`src/hw/drl_pkg.sv`:
```
/*
  Constants for the DDR read latency block: latency table, opcodes and
  the padding parameter of the query identification area.
  Assumes nothing beyond a SystemVerilog compiler.
*/
package drl_pkg;
  // Latency codes
  localparam logic [1:0] LAT_CODE_00 = 2'h0;
  localparam logic [1:0] LAT_CODE_01 = 2'h1;
  localparam logic [1:0] LAT_CODE_10 = 2'h2;
  localparam logic [1:0] LAT_CODE_11 = 2'h3;
  // Serial clock ceilings in MHz
  localparam int MAX_SCK_MHZ_CODE_11 = 50;
  localparam int MAX_SCK_MHZ_OTHER   = 66;
  // Latency code bit positions in the nonvolatile configuration register
  localparam int LAT_CODE_HIGH_POS = 7;
  localparam int LAT_CODE_LOW_POS  = 6;
  localparam logic [7:0] NV_CONFIG_RESET = 8'h00;
  // Opcodes, 3-byte and 4-byte address forms
  localparam logic [7:0] OP_FAST_DDR_3B = 8'h0d;
  localparam logic [7:0] OP_FAST_DDR_4B = 8'h0e;
  localparam logic [7:0] OP_DUAL_DDR_3B = 8'hbd;
  localparam logic [7:0] OP_DUAL_DDR_4B = 8'hbe;
  localparam logic [7:0] OP_QUAD_DDR_3B = 8'hed;
  localparam logic [7:0] OP_QUAD_DDR_4B = 8'hee;
  // Mode and latency cycles, indexed by latency code: {code00, code01, code10, code11}
  localparam logic [3:0] FAST_MODE [4] = '{4'h4, 4'h4, 4'h4, 4'h4};
  localparam logic [3:0] FAST_LAT  [4] = '{4'h2, 4'h4, 4'h5, 4'h1};
  localparam logic [3:0] DUAL_MODE [4] = '{4'h2, 4'h2, 4'h2, 4'h2};
  localparam logic [3:0] DUAL_LAT  [4] = '{4'h4, 4'h5, 4'h6, 4'h2};
  localparam logic [3:0] QUAD_MODE [4] = '{4'h1, 4'h1, 4'h1, 4'h1};
  localparam logic [3:0] QUAD_LAT  [4] = '{4'h6, 4'h7, 4'h8, 4'h3};
  // Padding parameter
  localparam logic [7:0] PAD_ID      = 8'hf0;
  localparam logic [7:0] PAD_LEN     = 8'h0f;
  localparam logic [7:0] PAD_FILL    = 8'hff;
  localparam logic [7:0] PAD_OFFSET  = 8'h00;
  localparam int         QUERY_BYTES = 32;
  typedef enum logic [1:0] {KIND_FAST, KIND_DUAL, KIND_QUAD, KIND_NONE} drl_kind_t;
endpackage

```
`src/hw/drl_edge_sync.sv`:
```
/*
  Two-flop synchroniser with rise and fall pulses taken after the second flop.
  Assumes the input is asynchronous to core_clk.
*/
`timescale 1ns/1ps
module drl_edge_sync #(
  // Idle level of the pin; reset to it so no false edge follows reset
  parameter logic IDLE_LEVEL = 1'b0
) (
  // Clock and reset
  input  wire logic core_clk,
  input  wire logic sys_rst,
  // Signal
  input  wire logic async_in,
  output logic      level_out,
  output logic      rise_out,
  output logic      fall_out
);
  logic meta_q;
  logic sync_q;
  logic prev_q;

  always_ff @(posedge core_clk)
  begin
    if (sys_rst)
    begin
      meta_q <= IDLE_LEVEL;
      sync_q <= IDLE_LEVEL;
      prev_q <= IDLE_LEVEL;
    end
    else
    begin
      meta_q <= async_in;
      sync_q <= meta_q;
      prev_q <= sync_q;
    end
  end

  assign level_out = sync_q;
  assign rise_out  = sync_q & ~prev_q;
  assign fall_out  = ~sync_q & prev_q;
endmodule // drl_edge_sync

```
`src/hw/drl_ddr_read_latency.sv`:
```
/*
  DDR read latency sequencer of a serial flash: counts mode and latency
  cycles after the address and opens the data drive; serves the padding
  parameter of the query identification area.
  Assumes the host drives sck and cs_n, and starts the sequence by
  pulsing addr_done in the last address cycle.
*/
// Operation
// Code 11b is the lowest DDR row and the host keeps sck at or below 50 MHz with it.
// With code 11b fast DDR read has 4 mode cycles then 1 latency cycle.
// With code 11b dual DDR has 2 mode and 2 latency cycles, quad 1 mode and 3 latency.
// Code 00b allows 66 MHz with fast 4/2, dual 2/4 and quad 1/6 cycles.
// Code 01b allows 66 MHz with fast 4/4, dual 2/5 and quad 1/7 cycles.
// Code 10b allows 66 MHz with fast 4/5, dual 2/6 and quad 1/8 cycles.
// The query area holds a padding parameter F0h, length 0Fh, filled with FFh.
// A reader takes the length byte as the count of following bytes to the next parameter.
// Padding may repeat with other lengths and is skipped by the reader unread.
// The latency code is bits 7:6 of the nonvolatile configuration register.
// Opcodes 0Dh/0Eh, BDh/BEh, EDh/EEh are fast, dual and quad, 3-byte then 4-byte.
// Mode bits are sampled in mode cycles, output is silent in latency, data follows.
`timescale 1ns/1ps
module drl_ddr_read_latency
  import drl_pkg::*;
(
  // Clock and reset
  input  wire logic       core_clk,
  input  wire logic       sys_rst,
  // Serial link from host
  input  wire logic       sck,
  input  wire logic       cs_n,
  input  wire logic [3:0] io_in,
  // Command decode from the front end, same clock
  input  wire logic [7:0] opcode,
  input  wire logic       addr_done,
  // Configuration
  input  wire logic       nv_config_we,
  input  wire logic [7:0] nv_config_wdata,
  output logic [7:0]      nonvolatile_config_register,
  // Sequencer results
  output logic [7:0]      mode_bits,
  output logic            data_drive_en,
  output logic [6:0]      max_sck_mhz,
  // Query identification area read port
  input  wire logic [4:0] query_addr,
  output logic [7:0]      query_data
);
  ////////////////////////////////////////////////////////////////////////
  typedef enum logic [1:0] {ST_IDLE, ST_MODE, ST_LAT, ST_DATA} drl_state_t;

  drl_state_t state_q;
  drl_state_t state_d;
  logic [3:0] cnt_q;
  logic [3:0] cnt_d;
  logic [7:0] mode_q;
  logic [7:0] nvcr_q;
  logic [7:0] qdata_q;
  logic       drive_q;
  logic       sck_rise;
  logic       cs_lvl;
  logic [3:0] io_meta_q;
  logic [3:0] io_sync_q;

  drl_edge_sync u_sck_sync (
    .core_clk  (core_clk),
    .sys_rst   (sys_rst),
    .async_in  (sck),
    .level_out (),
    .rise_out  (sck_rise),
    .fall_out  ()
  );

  // Select idles high, so its synchroniser resets deselected
  drl_edge_sync #(
    .IDLE_LEVEL (1'b1)
  ) u_cs_sync (
    .core_clk  (core_clk),
    .sys_rst   (sys_rst),
    .async_in  (cs_n),
    .level_out (cs_lvl),
    .rise_out  (),
    .fall_out  ()
  );

  always_ff @(posedge core_clk)
  begin
    if (sys_rst)
    begin
      io_meta_q <= 4'h0;
      io_sync_q <= 4'h0;
    end
    else
    begin
      io_meta_q <= io_in;
      io_sync_q <= io_meta_q;
    end
  end

  ////////////////////////////////////////////////////////////////////////
  // Latency code and table selection
  wire [1:0] lat_code = {nvcr_q[LAT_CODE_HIGH_POS], nvcr_q[LAT_CODE_LOW_POS]};

  wire is_fast = (opcode == OP_FAST_DDR_3B) || (opcode == OP_FAST_DDR_4B);
  wire is_dual = (opcode == OP_DUAL_DDR_3B) || (opcode == OP_DUAL_DDR_4B);
  wire is_quad = (opcode == OP_QUAD_DDR_3B) || (opcode == OP_QUAD_DDR_4B);
  wire drl_kind_t kind = is_fast ? KIND_FAST : is_dual ? KIND_DUAL :
                         is_quad ? KIND_QUAD : KIND_NONE;

  // Package tables are indexed directly by the latency code
  wire [1:0] tix = lat_code;
  wire [3:0] sel_mode = (kind == KIND_FAST) ? FAST_MODE[tix] :
                        (kind == KIND_DUAL) ? DUAL_MODE[tix] : QUAD_MODE[tix];
  wire [3:0] sel_lat  = (kind == KIND_FAST) ? FAST_LAT[tix] :
                        (kind == KIND_DUAL) ? DUAL_LAT[tix] : QUAD_LAT[tix];
  logic [3:0] lat_hold_q;

  // Ceiling reported for the host; the device cannot police sck itself
  assign max_sck_mhz = (lat_code == LAT_CODE_11) ? 7'(MAX_SCK_MHZ_CODE_11)
                                                 : 7'(MAX_SCK_MHZ_OTHER);

  wire start = addr_done && !cs_lvl && (kind != KIND_NONE);

  ////////////////////////////////////////////////////////////////////////
  // Sequencer: one count per sck rising edge
  always_comb
  begin
    state_d = state_q;
    cnt_d   = cnt_q;
    case (state_q)
      ST_IDLE:
        if (start)
        begin
          state_d = ST_MODE;
          cnt_d   = sel_mode;
        end
      ST_MODE:
        if (sck_rise)
        begin
          if (cnt_q == 4'h1)
          begin
            state_d = ST_LAT;
            cnt_d   = lat_hold_q;
          end
          else
            cnt_d = cnt_q - 4'h1;
        end
      ST_LAT:
        if (sck_rise)
        begin
          if (cnt_q == 4'h1)
            state_d = ST_DATA;
          else
            cnt_d = cnt_q - 4'h1;
        end
      ST_DATA:
        state_d = ST_DATA;
      default:
        state_d = ST_IDLE;
    endcase
    if (cs_lvl)
      state_d = ST_IDLE;
  end

  always_ff @(posedge core_clk)
  begin
    if (sys_rst)
    begin
      state_q    <= ST_IDLE;
      cnt_q      <= 4'h0;
      lat_hold_q <= 4'h0;
      mode_q     <= 8'h00;
      drive_q    <= 1'b0;
    end
    else
    begin
      state_q <= state_d;
      cnt_q   <= cnt_d;
      drive_q <= (state_d == ST_DATA);
      if (start && state_q == ST_IDLE)
        lat_hold_q <= sel_lat;
      if (state_q == ST_MODE && sck_rise)
        mode_q <= {mode_q[3:0], io_sync_q};
    end
  end

  assign mode_bits     = mode_q;
  assign data_drive_en = drive_q;

  ////////////////////////////////////////////////////////////////////////
  // Configuration register, latency code in the top bits
  always_ff @(posedge core_clk)
  begin
    if (sys_rst)
      nvcr_q <= NV_CONFIG_RESET;
    else if (nv_config_we)
      nvcr_q <= nv_config_wdata;
  end
  assign nonvolatile_config_register = nvcr_q;

  ////////////////////////////////////////////////////////////////////////
  // Padding parameter; a reader skips it by its length byte
  wire [7:0] qoff = {3'h0, query_addr} - PAD_OFFSET;
  wire [7:0] qbyte = (qoff == 8'h00) ? PAD_ID :
                     (qoff == 8'h01) ? PAD_LEN : PAD_FILL;
  always_ff @(posedge core_clk)
  begin
    if (sys_rst)
      qdata_q <= 8'h00;
    else
      qdata_q <= qbyte;
  end
  assign query_data = qdata_q;

  ////////////////////////////////////////////////////////////////////////
  chk_pad_header: assert property (@(posedge core_clk) disable iff (sys_rst)
    (query_addr == 5'h01) |=> (query_data == 8'h0f))
    else $error("padding length byte wrong");
  chk_pad_id: assert property (@(posedge core_clk) disable iff (sys_rst)
    (query_addr == 5'h00) |=> (query_data == 8'hf0))
    else $error("padding id byte wrong");
  chk_pad_fill: assert property (@(posedge core_clk) disable iff (sys_rst)
    (query_addr > 5'h01 && query_addr <= 5'h10) |=> (query_data == 8'hff))
    else $error("padding fill byte wrong");
  chk_ceiling_low: assert property (@(posedge core_clk) disable iff (sys_rst)
    (lat_code == 2'h3) |-> (max_sck_mhz == 7'd50))
    else $error("code 11 ceiling wrong");
  chk_ceiling_high: assert property (@(posedge core_clk) disable iff (sys_rst)
    (lat_code != 2'h3) |-> (max_sck_mhz == 7'd66))
    else $error("66 MHz ceiling wrong");
  chk_fast_11_lat: assert property (@(posedge core_clk) disable iff (sys_rst)
    (is_fast && lat_code == 2'h3) |-> (sel_mode == 4'h4 && sel_lat == 4'h1))
    else $error("fast code 11 cycles wrong");
  chk_dual_quad_11: assert property (@(posedge core_clk) disable iff (sys_rst)
    (lat_code == 2'h3) |-> ((is_dual -> sel_lat == 4'h2) && (is_quad -> sel_lat == 4'h3)))
    else $error("dual or quad code 11 cycles wrong");
  chk_quad_table: assert property (@(posedge core_clk) disable iff (sys_rst)
    is_quad |-> (sel_mode == 4'h1 && sel_lat == 4'(4'h6 + lat_code) || lat_code == 2'h3))
    else $error("quad latency table wrong");
  chk_code_bits: assert property (@(posedge core_clk) disable iff (sys_rst)
    nv_config_we |=> (lat_code == $past(nv_config_wdata[7:6])))
    else $error("latency code not from top bits");
  chk_silent_lat: assert property (@(posedge core_clk) disable iff (sys_rst)
    (state_q == ST_MODE || state_q == ST_LAT) |-> !data_drive_en)
    else $error("drive during mode or latency");
  chk_drive_end: assert property (@(posedge core_clk) disable iff (sys_rst)
    (state_q == ST_LAT && cnt_q == 4'h1 && sck_rise && !cs_lvl) |=> data_drive_en)
    else $error("drive not opened after latency");
endmodule // drl_ddr_read_latency

```
`config.mk`:
```
export PLATFORM = sky130hd
export DESIGN_NAME = drl_ddr_read_latency
export DESIGN_NICKNAME = d
export VERILOG_FILES = /design/src/hw/drl_pkg.sv /design/src/hw/drl_edge_sync.sv /design/src/hw/drl_ddr_read_latency.sv
export SDC_FILE = /design/constraint.sdc
export NUM_CORES = 1
export LEC_CHECK = 0
export BUFFER_PORTS_ARGS = -buffer_cell sky130_fd_sc_hd__buf_2
export CORE_AREA = 2 2 70 65
export CTS_CLUSTER_DIAMETER = 60
export DETAILED_ROUTE_END_ITERATION = 10
export DIE_AREA = 0 0 72 67
export GPL_TIMING_DRIVEN = 0
export HOLD_SLACK_MARGIN = 0.02
export PLACE_DENSITY = 0.78
export SETUP_SLACK_MARGIN = 0.3
export SKIP_CTS_REPAIR_TIMING = 1
export SYNTH_ARGS = -nofsm -noshare
export SYNTH_HDL_FRONTEND = slang
export SYNTH_SLANG_ARGS = --single-unit
export TNS_END_PERCENT = 100
```
`constraint.sdc`:
```
create_clock -name core_clk -period 2.2 [get_ports core_clk]
set_input_delay 0.33 -clock core_clk [delete_from_list [all_inputs] [get_ports core_clk]]
set_output_delay 0.33 -clock core_clk [all_outputs]
set_load 0.01 [all_outputs]
```
==> results of run 1 <==
==> registers in the layout, summed over array words and instances, names as in the netlist <==
name	flops
cnt_q	4
data_drive_en	1
io_meta_q	4
io_sync_q	4
lat_hold_q	4
mode_bits	8
nonvolatile_config_register	8
query_data	2
state_q	2
u_cs_sync.level_out	1
u_cs_sync.meta_q	1
u_sck_sync.level_out	1
u_sck_sync.meta_q	1
u_sck_sync.prev_q	1
==> final timing paths <==
kind,slack (ns),endpoint,cells past startpoint
hold / removal,0.22,query_data[6]$_SDFF_PP0_,2
setup / recovery,0.39,cnt_q[0]$_SDFFE_PP0P_,8
setup reg to reg,0.39,cnt_q[0]$_SDFFE_PP0P_,8
hold reg to reg,0.41,u_cs_sync.level_out$_SDFF_PP1_,1
==> metrics by stage <==
step,hold WS [ns],total power [uW],setup WS [ns],instances,util
2_1_floorplan,0.389,898,0.498,216,-
6_report,0.216,1560,0.389,329,0.626
4_1_cts,0.207,1570,0.256,329,0.618
3_3_place_gp,0.392,952,0.291,321,0.591
5_1_grt,0.211,1630,0.294,329,0.626
3_5_place_dp,0.398,958,0.266,321,0.591
==> final cells by class <==
cell class	count	area (um2)
fill	351	1510
multi-input combinational	147	1090
sequential	42	842
timing repair buffer	57	285
buffer	19	115
clock buffer	5	68.8
tap	48	60.1
clock inverter	3	43.8
inverter	8	30.0
==> cells by family (layout without fill, tap and decap cells) <==
family                     after synthesis  in the layout  synth area share
muxes                                   20             20            0.0983
and+or+nand+nor                         73             73             0.205
AOI/OAI and AO/OA                       35             35             0.122
adders and majority gates               13             13            0.0799
DFF                                     42             42             0.413
other                                    2              4           0.00369
xor gates and xnor gates                 2              2           0.00860
buffers and inverters                   27             92            0.0700
==> critical path, cell delays in order (launching register included) <==
cell	delay (ns)
dfxtp_1	0.33
inv_1	0.08
ha_1	0.17
or3b_2	0.44
clkbuf_2	0.17
a21oi_2	0.19
o211ai_1	0.10
nand4_1	0.13
a21oi_1	0.08
==> routing by layer <==
layer,vias to the layer above,track usage,wire [um]
met4,0,0.0802,72
met3,6,0.0499,266
met2,50,0.299,1850
li1,863,-,-
met1,735,0.202,1750
met5,-,0,0
==> cell usage after synthesis, drive strengths merged (3+ instances only) <==
library cell  count  area, um2
nor2b            12       75.1
nand3             4       25.0
nor2             25       93.8
o22ai             5       31.3
a211oi            4       42.5
a21oi            10       50.1
buf              11       82.6
inv               8       30.0
nor4              3       25.0
or2               3       18.8
mux2i            20        200
clkbuf            8       30.0
o21ai             4       20.0
ha               13        163
nand2            10       37.5
dfxtp            42        841
==> power by group <==
group          switching [uW]  total (uW)  internal [uW]
Clock                     276         616            340
Combinational            72.8         146           72.9
Sequential               13.3         795            781
Total                     362        1560           1190
==> summary.md, run 1 <==
| Metric | Value |
|---|---|
| Core Region | a little over 0.004 mm2 |
| HP Start | query_addr[0] |
| Leading cell types in the layout, fill and taps excluded | 57 x buf_2, 41 x dfxtp_1, 25 x nor2_1, 20 x mux2i_1 |
| Final Hold Fails | 0 |
| Setup TNS | 0 ns |
| # rows | 22 |
| Gr usage total | 0.175 |
| DR iter-0 viols | 77 |
| Initial DRT Pass Iterations | 5 |
| Slew at the pin closest to its max-slew limit | around 0.54 ns |
| Post-Syn Instances | roughly 210 |
| Final period util | 0.823 |
| Share of post-route cells with drive strength above 1 | 0.338 |
| Fin. max-slew vios | 0 |
| Grt ovf | 0 |
| Max Fanout on Critical Path | 6 |
| Number of flops mapped to enable cells by yosys | 0 |
| Syn Std Cell Area | 0.00204 mm2 |
| Via density | 5.03 |
| Port Buf Inserts | 57 |
| Final wirelength | just under 4000 um |
| Vias | around 1700 |
| Vias in the first global route | 1568 |
| Worst R2R Start | cnt_q[1]$_SDFFE_PP0P_ |
| Clock slew at reported path FFs | roughly 0.09 ns |
| Critical path required time | ~2.4 ns |
| Pin count of the biggest net entering global routing | 15 |
| DIE WIDTH | ~70 um |
| Worst Hold Class | primary input to flip-flop |
| Worst skew pair latency | about 0.3 ns |
| Wire length per cell | about 12 um |
| Max-cap viol count | 0 |
| Status | finished clean |
| Synth cell types | 43 |
| Pleak | approximately 0.0012 uW |
| Antenna Nets Post-Route | 0 |
| CTS buffer count | 5 |
| Residual DRC | 0 |
| Final nets | 324 |
| F_max | 0.552 GHz |
| H-tree lvl count | 2 |
| Die height | 67 um |
| Die Area | between 0.004 and 0.005 mm2 |
| Slew margin rel. | 0.638 |
| Commonest non-fill, non-tap cell in the layout | buf_2 |
| Critical Path Start Type | flip-flop |
| First-pass GRT wire length | between 6000 and 7000 um |
| Initial antenna violation count | 0 |
| Worst Setup End Kind | flip-flop |
| Layout area overhead | 24.3% |
| Diode count | 0 |
| Pwr/cell area | about 610 mW/mm2 |
| Asr flop ratio synth | 0 |
| Clock skew | between 0.01 and 0.015 ns |
| Io pins | between 60 and 70 |
| Crit path from | cnt_q[1]$_SDFFE_PP0P_ |
| CTS sink count | 42 |
| Design area | 0.00253 mm2 |
| Post-DP HPWL | a little under 3000 um |
| Synth warnings | 0 |
| Deepest clock path buffer count | 2 |
| CTS tree | built |
| Initial Utilization | 0.503 |
| Unrepaired setup endpoints after global routing | no |
| Crit path DAT | between 1.5 and 2 ns |
| Sequential share of the synthesized area | 0.413 |
| Minimum clock period | ~1.8 ns |
| Final setup fails | 0 |
| Setup CP Type | flip-flop to flip-flop |
| GP Congestion | 0.830 |
| Synthesis-stage register bit count | 42 |
| Top_reg_cell synth | dfxtp_1 |
| Clk root buf | clkbuf_8 |
| Peak VDD IR | just over 0.5 mV |
| Synthesized area per cell | between 9 and 10 um2 |
| DP Area | about 0.0024 mm2 |
Power figures use the tool's default switching activity.
==> inputs of run 2 (changes only) <==
ABC_AREA = 1   (was default)
CORE_AREA = 2 2 72 67   (was 2 2 70 65)
DIE_AREA = 0 0 74 69   (was 0 0 72 67)
PLACE_DENSITY = 0.76   (was 0.78)
clock period = 1.7 ns   (was 2.2 ns; I/O delays follow)
==> run 2 against run 1 <==
First-iteration DRC count increased by 17%; wire length increased by 9.1%; core utilization increased by 0.33 points; combinational power increased by 38%; clock power increased by 21%.
==> summary.md, run 2 <==
| Metric | Value |
|---|---|
| Post-DP HPWL | roughly 3100 um |
| Initial Utilization | 0.489 |
| Worst Setup End Kind | flip-flop |
| GP Congestion | 0.847 |
| Vias | between 1500 and 2000 |
| CP Cell Sequence | inv_4 > ha_4 > nor2_4 > nor2_2 > a211oi_4 > nand2_2 > nand2_1 > nand2_1 > nor2_2 |
| Sequential share of the synthesized area | 0.395 |
| Unrepaired setup endpoints after global routing | yes |
| Peak VDD IR | just over 0.5 mV |
| Status | finished clean |
| HP Start | cs_n |
| Clock slew at reported path FFs | ~0.09 ns |
| Pin count of the biggest net entering global routing | 15 |
| Combinational power share | 0.102 |
| Mux share of post-synthesis cell area | 0 |
| Critical path required time | slightly below 2 ns |
| Layout area overhead | 28.5% |
| Synth area leaders | dfxtp_1 40%, nor2_1 9.0%, nand2_1 8.1%, ha_1 7.6%, nand3_1 6.6% |
| Worst Hold Class | primary input to flip-flop |
| Synth warnings | 0 |
| Via density | approximately 4.6 |
| Final nets | 407 |
| Yosys top cell area share | 0.395 |
| Syn Std Cell Area | ~0.0021 mm2 |
| Pwr/cell area | between 700 and 800 mW/mm2 |
| Cell Int Power | 1480 uW |
| Critical Path Start Type | flip-flop |
| Worst slack, placed | 0.165 ns |
| Largest family of logic cells by synthesized area | simple AND/OR/NAND/NOR gates |
| Post-synthesis compound-gate area fraction | 0.0953 |
| Simple-gate share of the synthesized area | 0.310 |
| First-pass GRT wire length | between 6000 and 7000 um |
| F_max | slightly below 0.7 GHz |
| H-tree lvl count | 2 |
| Sw Share | 0.247 |
| Fin. max-slew vios | 0 |
| Top_reg_cell synth | dfxtp_1 |
| Commonest non-fill, non-tap cell in the layout | buf_2 |
| Synthesis-stage register bit count | 42 |
| Deepest clock path buffer count | 2 |
| Initial DRT Pass Iterations | 4 |
| Final wirelength | about 4300 um |
| Clock skew | ~0.0065 ns |
| Xor/xnor share of the synthesized area | 0.00412 |
| Hold depth | 2 |
| Final setup fails | 0 |
| Residual DRC | 0 |
| Initial antenna violation count | 0 |
| Crit path DAT | ~1.7 ns |
| Worst R2R Start | state_q[1]$_SDFF_PP0_ |
| Diode count | 0 |
| Minimum clock period | around 1.5 ns |
| Flop pwr share | 0.521 |
| Final period util | 0.868 |
| Post-Syn Instances | ~290 |
| Die Area | between 0.005 and 0.006 mm2 |
| Max stage delay on crit path | 0.41 ns |
| Port Buf Inserts | 57 |
| Most instantiated cells after synthesis | 51 x nor2_1, 46 x nand2_1, 42 x dfxtp_1 |
| R2R cell count | 9 |
| Leading cell types in the layout, fill and taps excluded | 58 x buf_2, 49 x nor2_1, 45 x nand2_1, 36 x dfxtp_1, 27 x nand3_1 |
| Antenna Nets Post-Route | 0 |
| Worst skew pair latency | around 0.29 ns |
| Synthesized area per cell | ~7.3 um2 |
| Setup CP Type | flip-flop to flip-flop |
| Final Hold Fails | 0 |
| Vias in the first global route | 1713 |
| Clock power frac | 0.377 |
| Net Switching | approximately 490 uW |
| Share of post-route cells with drive strength above 1 | 0.354 |
| CTS buffer count | 5 |
| Number of flops mapped to enable cells by yosys | 0 |
| Grt ovf | 0 |
| DR iter-0 viols | 90 |
| Area leader, netlist | dfxtp_1 |
| Max-cap viol count | 0 |
| Io pins | between 60 and 70 |
| Hold Path End | u_cs_sync.meta_q$_SDFF_PP1_ |
| # rows | 23 |
| Synthesized-area fraction occupied by adder cells | 0.0765 |
| Pleak | approximately 0.0014 uW |
| Gr usage total | 0.167 |
| Asr flop ratio synth | 0 |
| Clk root buf | clkbuf_8 |
| Max Fanout on Critical Path | 6 |
| Worst setup margin | roughly 0.22 ns |
| CP max stage cell | dfxtp_4 |
| Core Region | approximately 0.0043 mm2 |
| CTS tree | built |
| Most common cell in the netlist | nor2_1 |
| DIE WIDTH | between 70 and 80 um |
| R2R Setup Slk | about 0.22 ns |
| CTS sink count | 42 |
| Wire length per cell | 10.1 um |
| Fill count | 400 |
| Synth cell types | 28 |
| Reg-to-reg endpoint | cnt_q[3]$_SDFFE_PP0P_ |
| Die height | around 69 um |
| Setup TNS | 0 ns |
==> run 2: cell types whose count changed in the layout (fill, tap and decap cells not counted), sizes merged, moves of 12 or more <==
| cell | before | now |
|---|---|---|
| nor2b | 12 | 0 |
| nand2 | 10 | 54 |
| o21ai | 4 | 17 |
| nand3 | 4 | 29 |
| nor2 | 25 | 57 |
| mux2i | 20 | 0 |
| inv | 9 | 34 |
==> run 2: cell families (layout without fill, tap and decap cells) <==
group / count (synthesis) / count (layout)
AOI/OAI and AO/OA: 36 / 36
xor gates and xnor gates: 1 / 1
adders and majority gates: 13 / 13
buffers and inverters: 52 / 123
DFF: 42 / 42
other: 2 / 4
and+or+nand+nor: 145 / 145
==> run 2: worst max-delay path by stage <==
stage          cells past startpoint                       end  slack, ns                  start
2_1_floorplan                      8     cnt_q[3]$_SDFFE_PP0P_       0.31  state_q[0]$_SDFF_PP0_
3_3_place_gp                       8     cnt_q[3]$_SDFFE_PP0P_       0.18  state_q[0]$_SDFF_PP0_
3_5_place_dp                       8     cnt_q[3]$_SDFFE_PP0P_       0.16  state_q[0]$_SDFF_PP0_
4_1_cts                           10  data_drive_en$_SDFF_PP0_       0.12  cnt_q[1]$_SDFFE_PP0P_
5_1_grt                            9     cnt_q[2]$_SDFFE_PP0P_       0.11  state_q[1]$_SDFF_PP0_
6_report                           9     cnt_q[3]$_SDFFE_PP0P_       0.22  state_q[1]$_SDFF_PP0_
==> run 2: power groups by stage <==
| stage | combinational (uW) | sequential, uW | clock, uW |
|---|---|---|---|
| floorplan | 115 | 1060 | 0 |
| global placement | 198 | 1050 | 0 |
| detailed placement | 203 | 1050 | 0 |
| CTS | 203 | 1030 | 756 |
| global route | 231 | 1030 | 799 |
| finish | 202 | 1030 | 743 |
==> run 2: area by class of cell <==
| class | count | area [um2] | share of cell area |
|---|---|---|---|
| Multi-Input combinational cell | 199 | 1110 | 0.406 |
| Sequential cell | 42 | 856 | 0.313 |
| Timing Repair Buffer | 63 | 330 | 0.121 |
| Inverter | 35 | 139 | 0.0508 |
| Buffer | 17 | 114 | 0.0416 |
| Clock buffer | 6 | 93.8 | 0.0343 |
| Tap cell | 62 | 77.6 | 0.0284 |
| Clock inverter | 2 | 13.8 | 0.00503 |
==> run 2: per-layer routing <==
metal / up-vias / routed length [um] / track usage
li1: 1042 / - / -
met1: 876 / 1910 / 0.208
met2: 51 / 2100 / 0.279
met3: 4 / 248 / 0.0409
met4: 0 / 29 / 0.0545
met5: - / 0 / 0
==> run 2: worst max-delay path, delay by kind of cell (launching register included) <==
family                   cells  cell delay [ns]
flip-flops                   1             0.41
AND/OR/NAND/NOR              6             0.50
adder cells (fa/ha/maj)      1             0.17
AO/OA/AOI/OAI                1             0.29
buffers and inverters        1             0.05
==> run 2: stage by stage <==
stage	std cells	hold slack, ns	instance area [um2]	utilization	power, uW
final	426	0.144	2730	0.629	1970
after global placement	412	0.390	2540	0.584	1250
after CTS	420	0.140	2650	0.609	1990
after global routing	426	0.141	2730	0.629	2060
after floorplan	293	0.359	2170	-	1170
after detailed placement	412	0.399	2540	0.584	1250
==> inputs of run 3 (changes only) <==
CTS_BUF_LIST = sky130_fd_sc_hd__clkbuf_16   (was default)
CTS_CLUSTER_SIZE = 14   (was default)
==> run 3 against run 2 <==
First-iteration DRC count is 2.2% higher; via count is 1.8% higher; cell count is 0.23% higher; non-clock buffer count is 1 higher; combinational power hardly changed; wire length is 5.8% higher.
==> summary.md, run 3 (synthesized netlist as in run 2, its figures left out) <==
| Metric | Value |
|---|---|
| Initial DRT Pass Iterations | 4 |
| Setup CP Type | flip-flop to flip-flop |
| Design Power | roughly 2300 uW |
| R2R Setup Slk | about 0.22 ns |
| Final Hold Fails | 0 |
| Die height | slightly below 70 um |
| F_max | slightly below 0.7 GHz |
| CTS sink count | between 40 and 50 |
| Minimum clock period | about 1.5 ns |
| Unrepaired setup endpoints after global routing | yes |
| Gr usage total | 0.174 |
| Diode count | 0 |
| Setup TNS | 0 ns |
| Die Area | a little over 0.005 mm2 |
| H-tree lvl count | 2 |
| Critical Path Start Type | flip-flop |
| Deepest clock path buffer count | 2 |
| Worst Setup End Kind | flip-flop |
| DR iter-0 viols | between 90 and 100 |
| Pin count of the biggest net entering global routing | 15 |
| Critical path required time | between 1.5 and 2 ns |
| Hold depth | 2 |
| Leading cell types in the layout, fill and taps excluded | 58 x buf_2, 49 x nor2_1, 44 x nand2_1, 36 x dfxtp_1, 27 x nand3_1 |
| Worst R2R Start | state_q[1]$_SDFF_PP0_ |
| Clk root buf | clkbuf_16 |
| Peak VDD IR | roughly 0.61 mV |
| Clock skew | between 0.002 and 0.0025 ns |
| Worst Hold Class | primary input to flip-flop |
| Port Buf Inserts | between 50 and 60 |
| # rows | 23 |
| Pwr/cell area | between 800 and 900 mW/mm2 |
| CTS tree | built |
| Initial antenna violation count | 0 |
| Fill count | between 300 and 400 |
| Share of post-route cells with drive strength above 1 | 0.356 |
| Area occupied by multi-input gates | 0.00111 mm2 |
| Max Fanout on Critical Path | 6 |
| Post-DP HPWL | 3130 um |
| CTS buffer count | 5 |
| Grt ovf | 0 |
| First-pass GRT wire length | slightly above 7000 um |
| Residual DRC | 0 |
| Crit path DAT | 1.64 ns |
| Final period util | 0.868 |
| Fin. max-slew vios | 0 |
| Hold Path End | u_cs_sync.meta_q$_SDFF_PP1_ |
| Clock slew at reported path FFs | approximately 0.06 ns |
| DIE WIDTH | roughly 74 um |
| Final nets | approximately 410 |
| Vias in the first global route | 1754 |
| R2R cell count | 8 |
| Commonest non-fill, non-tap cell in the layout | buf_2 |
| HP Start | cs_n |
| Vias | 2009 |
| Via density | 4.70 |
| Io pins | 63 |
| Final setup fails | 0 |
| Final wirelength | 4540 um |
| Pleak | between 0.001 and 0.0015 uW |
| Wire length per cell | roughly 11 um |
| Antenna Nets Post-Route | 0 |
| Reg-to-reg endpoint | cnt_q[3]$_SDFFE_PP0P_ |
| Status | finished clean |
| Worst skew pair latency | 0.28 ns |
| Layout area overhead | 31.4% |
| Max-cap viol count | 0 |
| Initial Utilization | 0.489 |
| Register Area | 853 um2 |
| Hold Worst Slack | roughly 0.15 ns |
| Core Region | ~0.0043 mm2 |
| GP Congestion | ~0.85 |
[run 3: changes by cell type in the layout (fill, tap and decap cells not counted)]
cell,previous run,this run
clkbuf_16,1,6
clkbuf_8,5,0
buf_4,19,20
dfxtp_2,3,4
dfxtp_4,3,2
ha_1,9,10
ha_2,1,0
nand2_1,45,44
nand2_2,7,8
[run 3: how the worst max path moves through the flow]
stage	to	startpoint	depth (start not counted)
2_1_floorplan	cnt_q[3]$_SDFFE_PP0P_	state_q[0]$_SDFF_PP0_	8
3_3_place_gp	cnt_q[3]$_SDFFE_PP0P_	state_q[0]$_SDFF_PP0_	8
3_5_place_dp	cnt_q[3]$_SDFFE_PP0P_	state_q[0]$_SDFF_PP0_	8
4_1_cts	data_drive_en$_SDFF_PP0_	cnt_q[1]$_SDFFE_PP0P_	10
5_1_grt	cnt_q[2]$_SDFFE_PP0P_	state_q[1]$_SDFF_PP0_	9
6_report	cnt_q[3]$_SDFFE_PP0P_	state_q[1]$_SDFF_PP0_	8
[run 3: layout make-up]
class / count / share of cell area
multi-input cells: 199 / 0.397
flip-flops and latches: 42 / 0.305
repair buffers: 64 / 0.121
clock buffers: 6 / 0.0537
inverters: 35 / 0.0497
plain buffers: 17 / 0.0407
well taps: 62 / 0.0278
clock inverters: 2 / 0.00492
[run 3: layer usage]
metal,part of all wire,global-route usage
met1,0.43,0.215
met2,0.50,0.289
met3,0.053,0.0409
met4,0.015,0.0667
met5,0,0
[run 3: critical path, cell delays in order (launching register included)]
cell and delay (ns):
dfxtp_4 0.40, inv_4 0.05, ha_4 0.17, nor2_4 0.11, nor2_2 0.06, a211oi_4 0.29
nand3_1 0.14, nand2_2 0.11, nor2_2 0.03
[run 3: stage by stage]
step / setup WS (ns) / std cells / instance area (um2) / utilization
after floorplan: 0.314 / 293 / 2170 / -
after global placement: 0.178 / 412 / 2540 / 0.584
after detailed placement: 0.165 / 412 / 2540 / 0.584
after CTS: 0.134 / 420 / 2700 / 0.622
after global routing: 0.124 / 427 / 2800 / 0.643
final: 0.224 / 427 / 2800 / 0.643
[run 3: power breakdown]
part | switching, uW | leakage, uW | total [uW] | internal, uW
Sequential | 16.1 | 0.000347 | 1030 | 1010
Clock | 395 | 0.0000824 | 1030 | 636
Combinational | 110 | 0.000954 | 203 | 92.7
Total | 522 | 0.00138 | 2260 | 1740
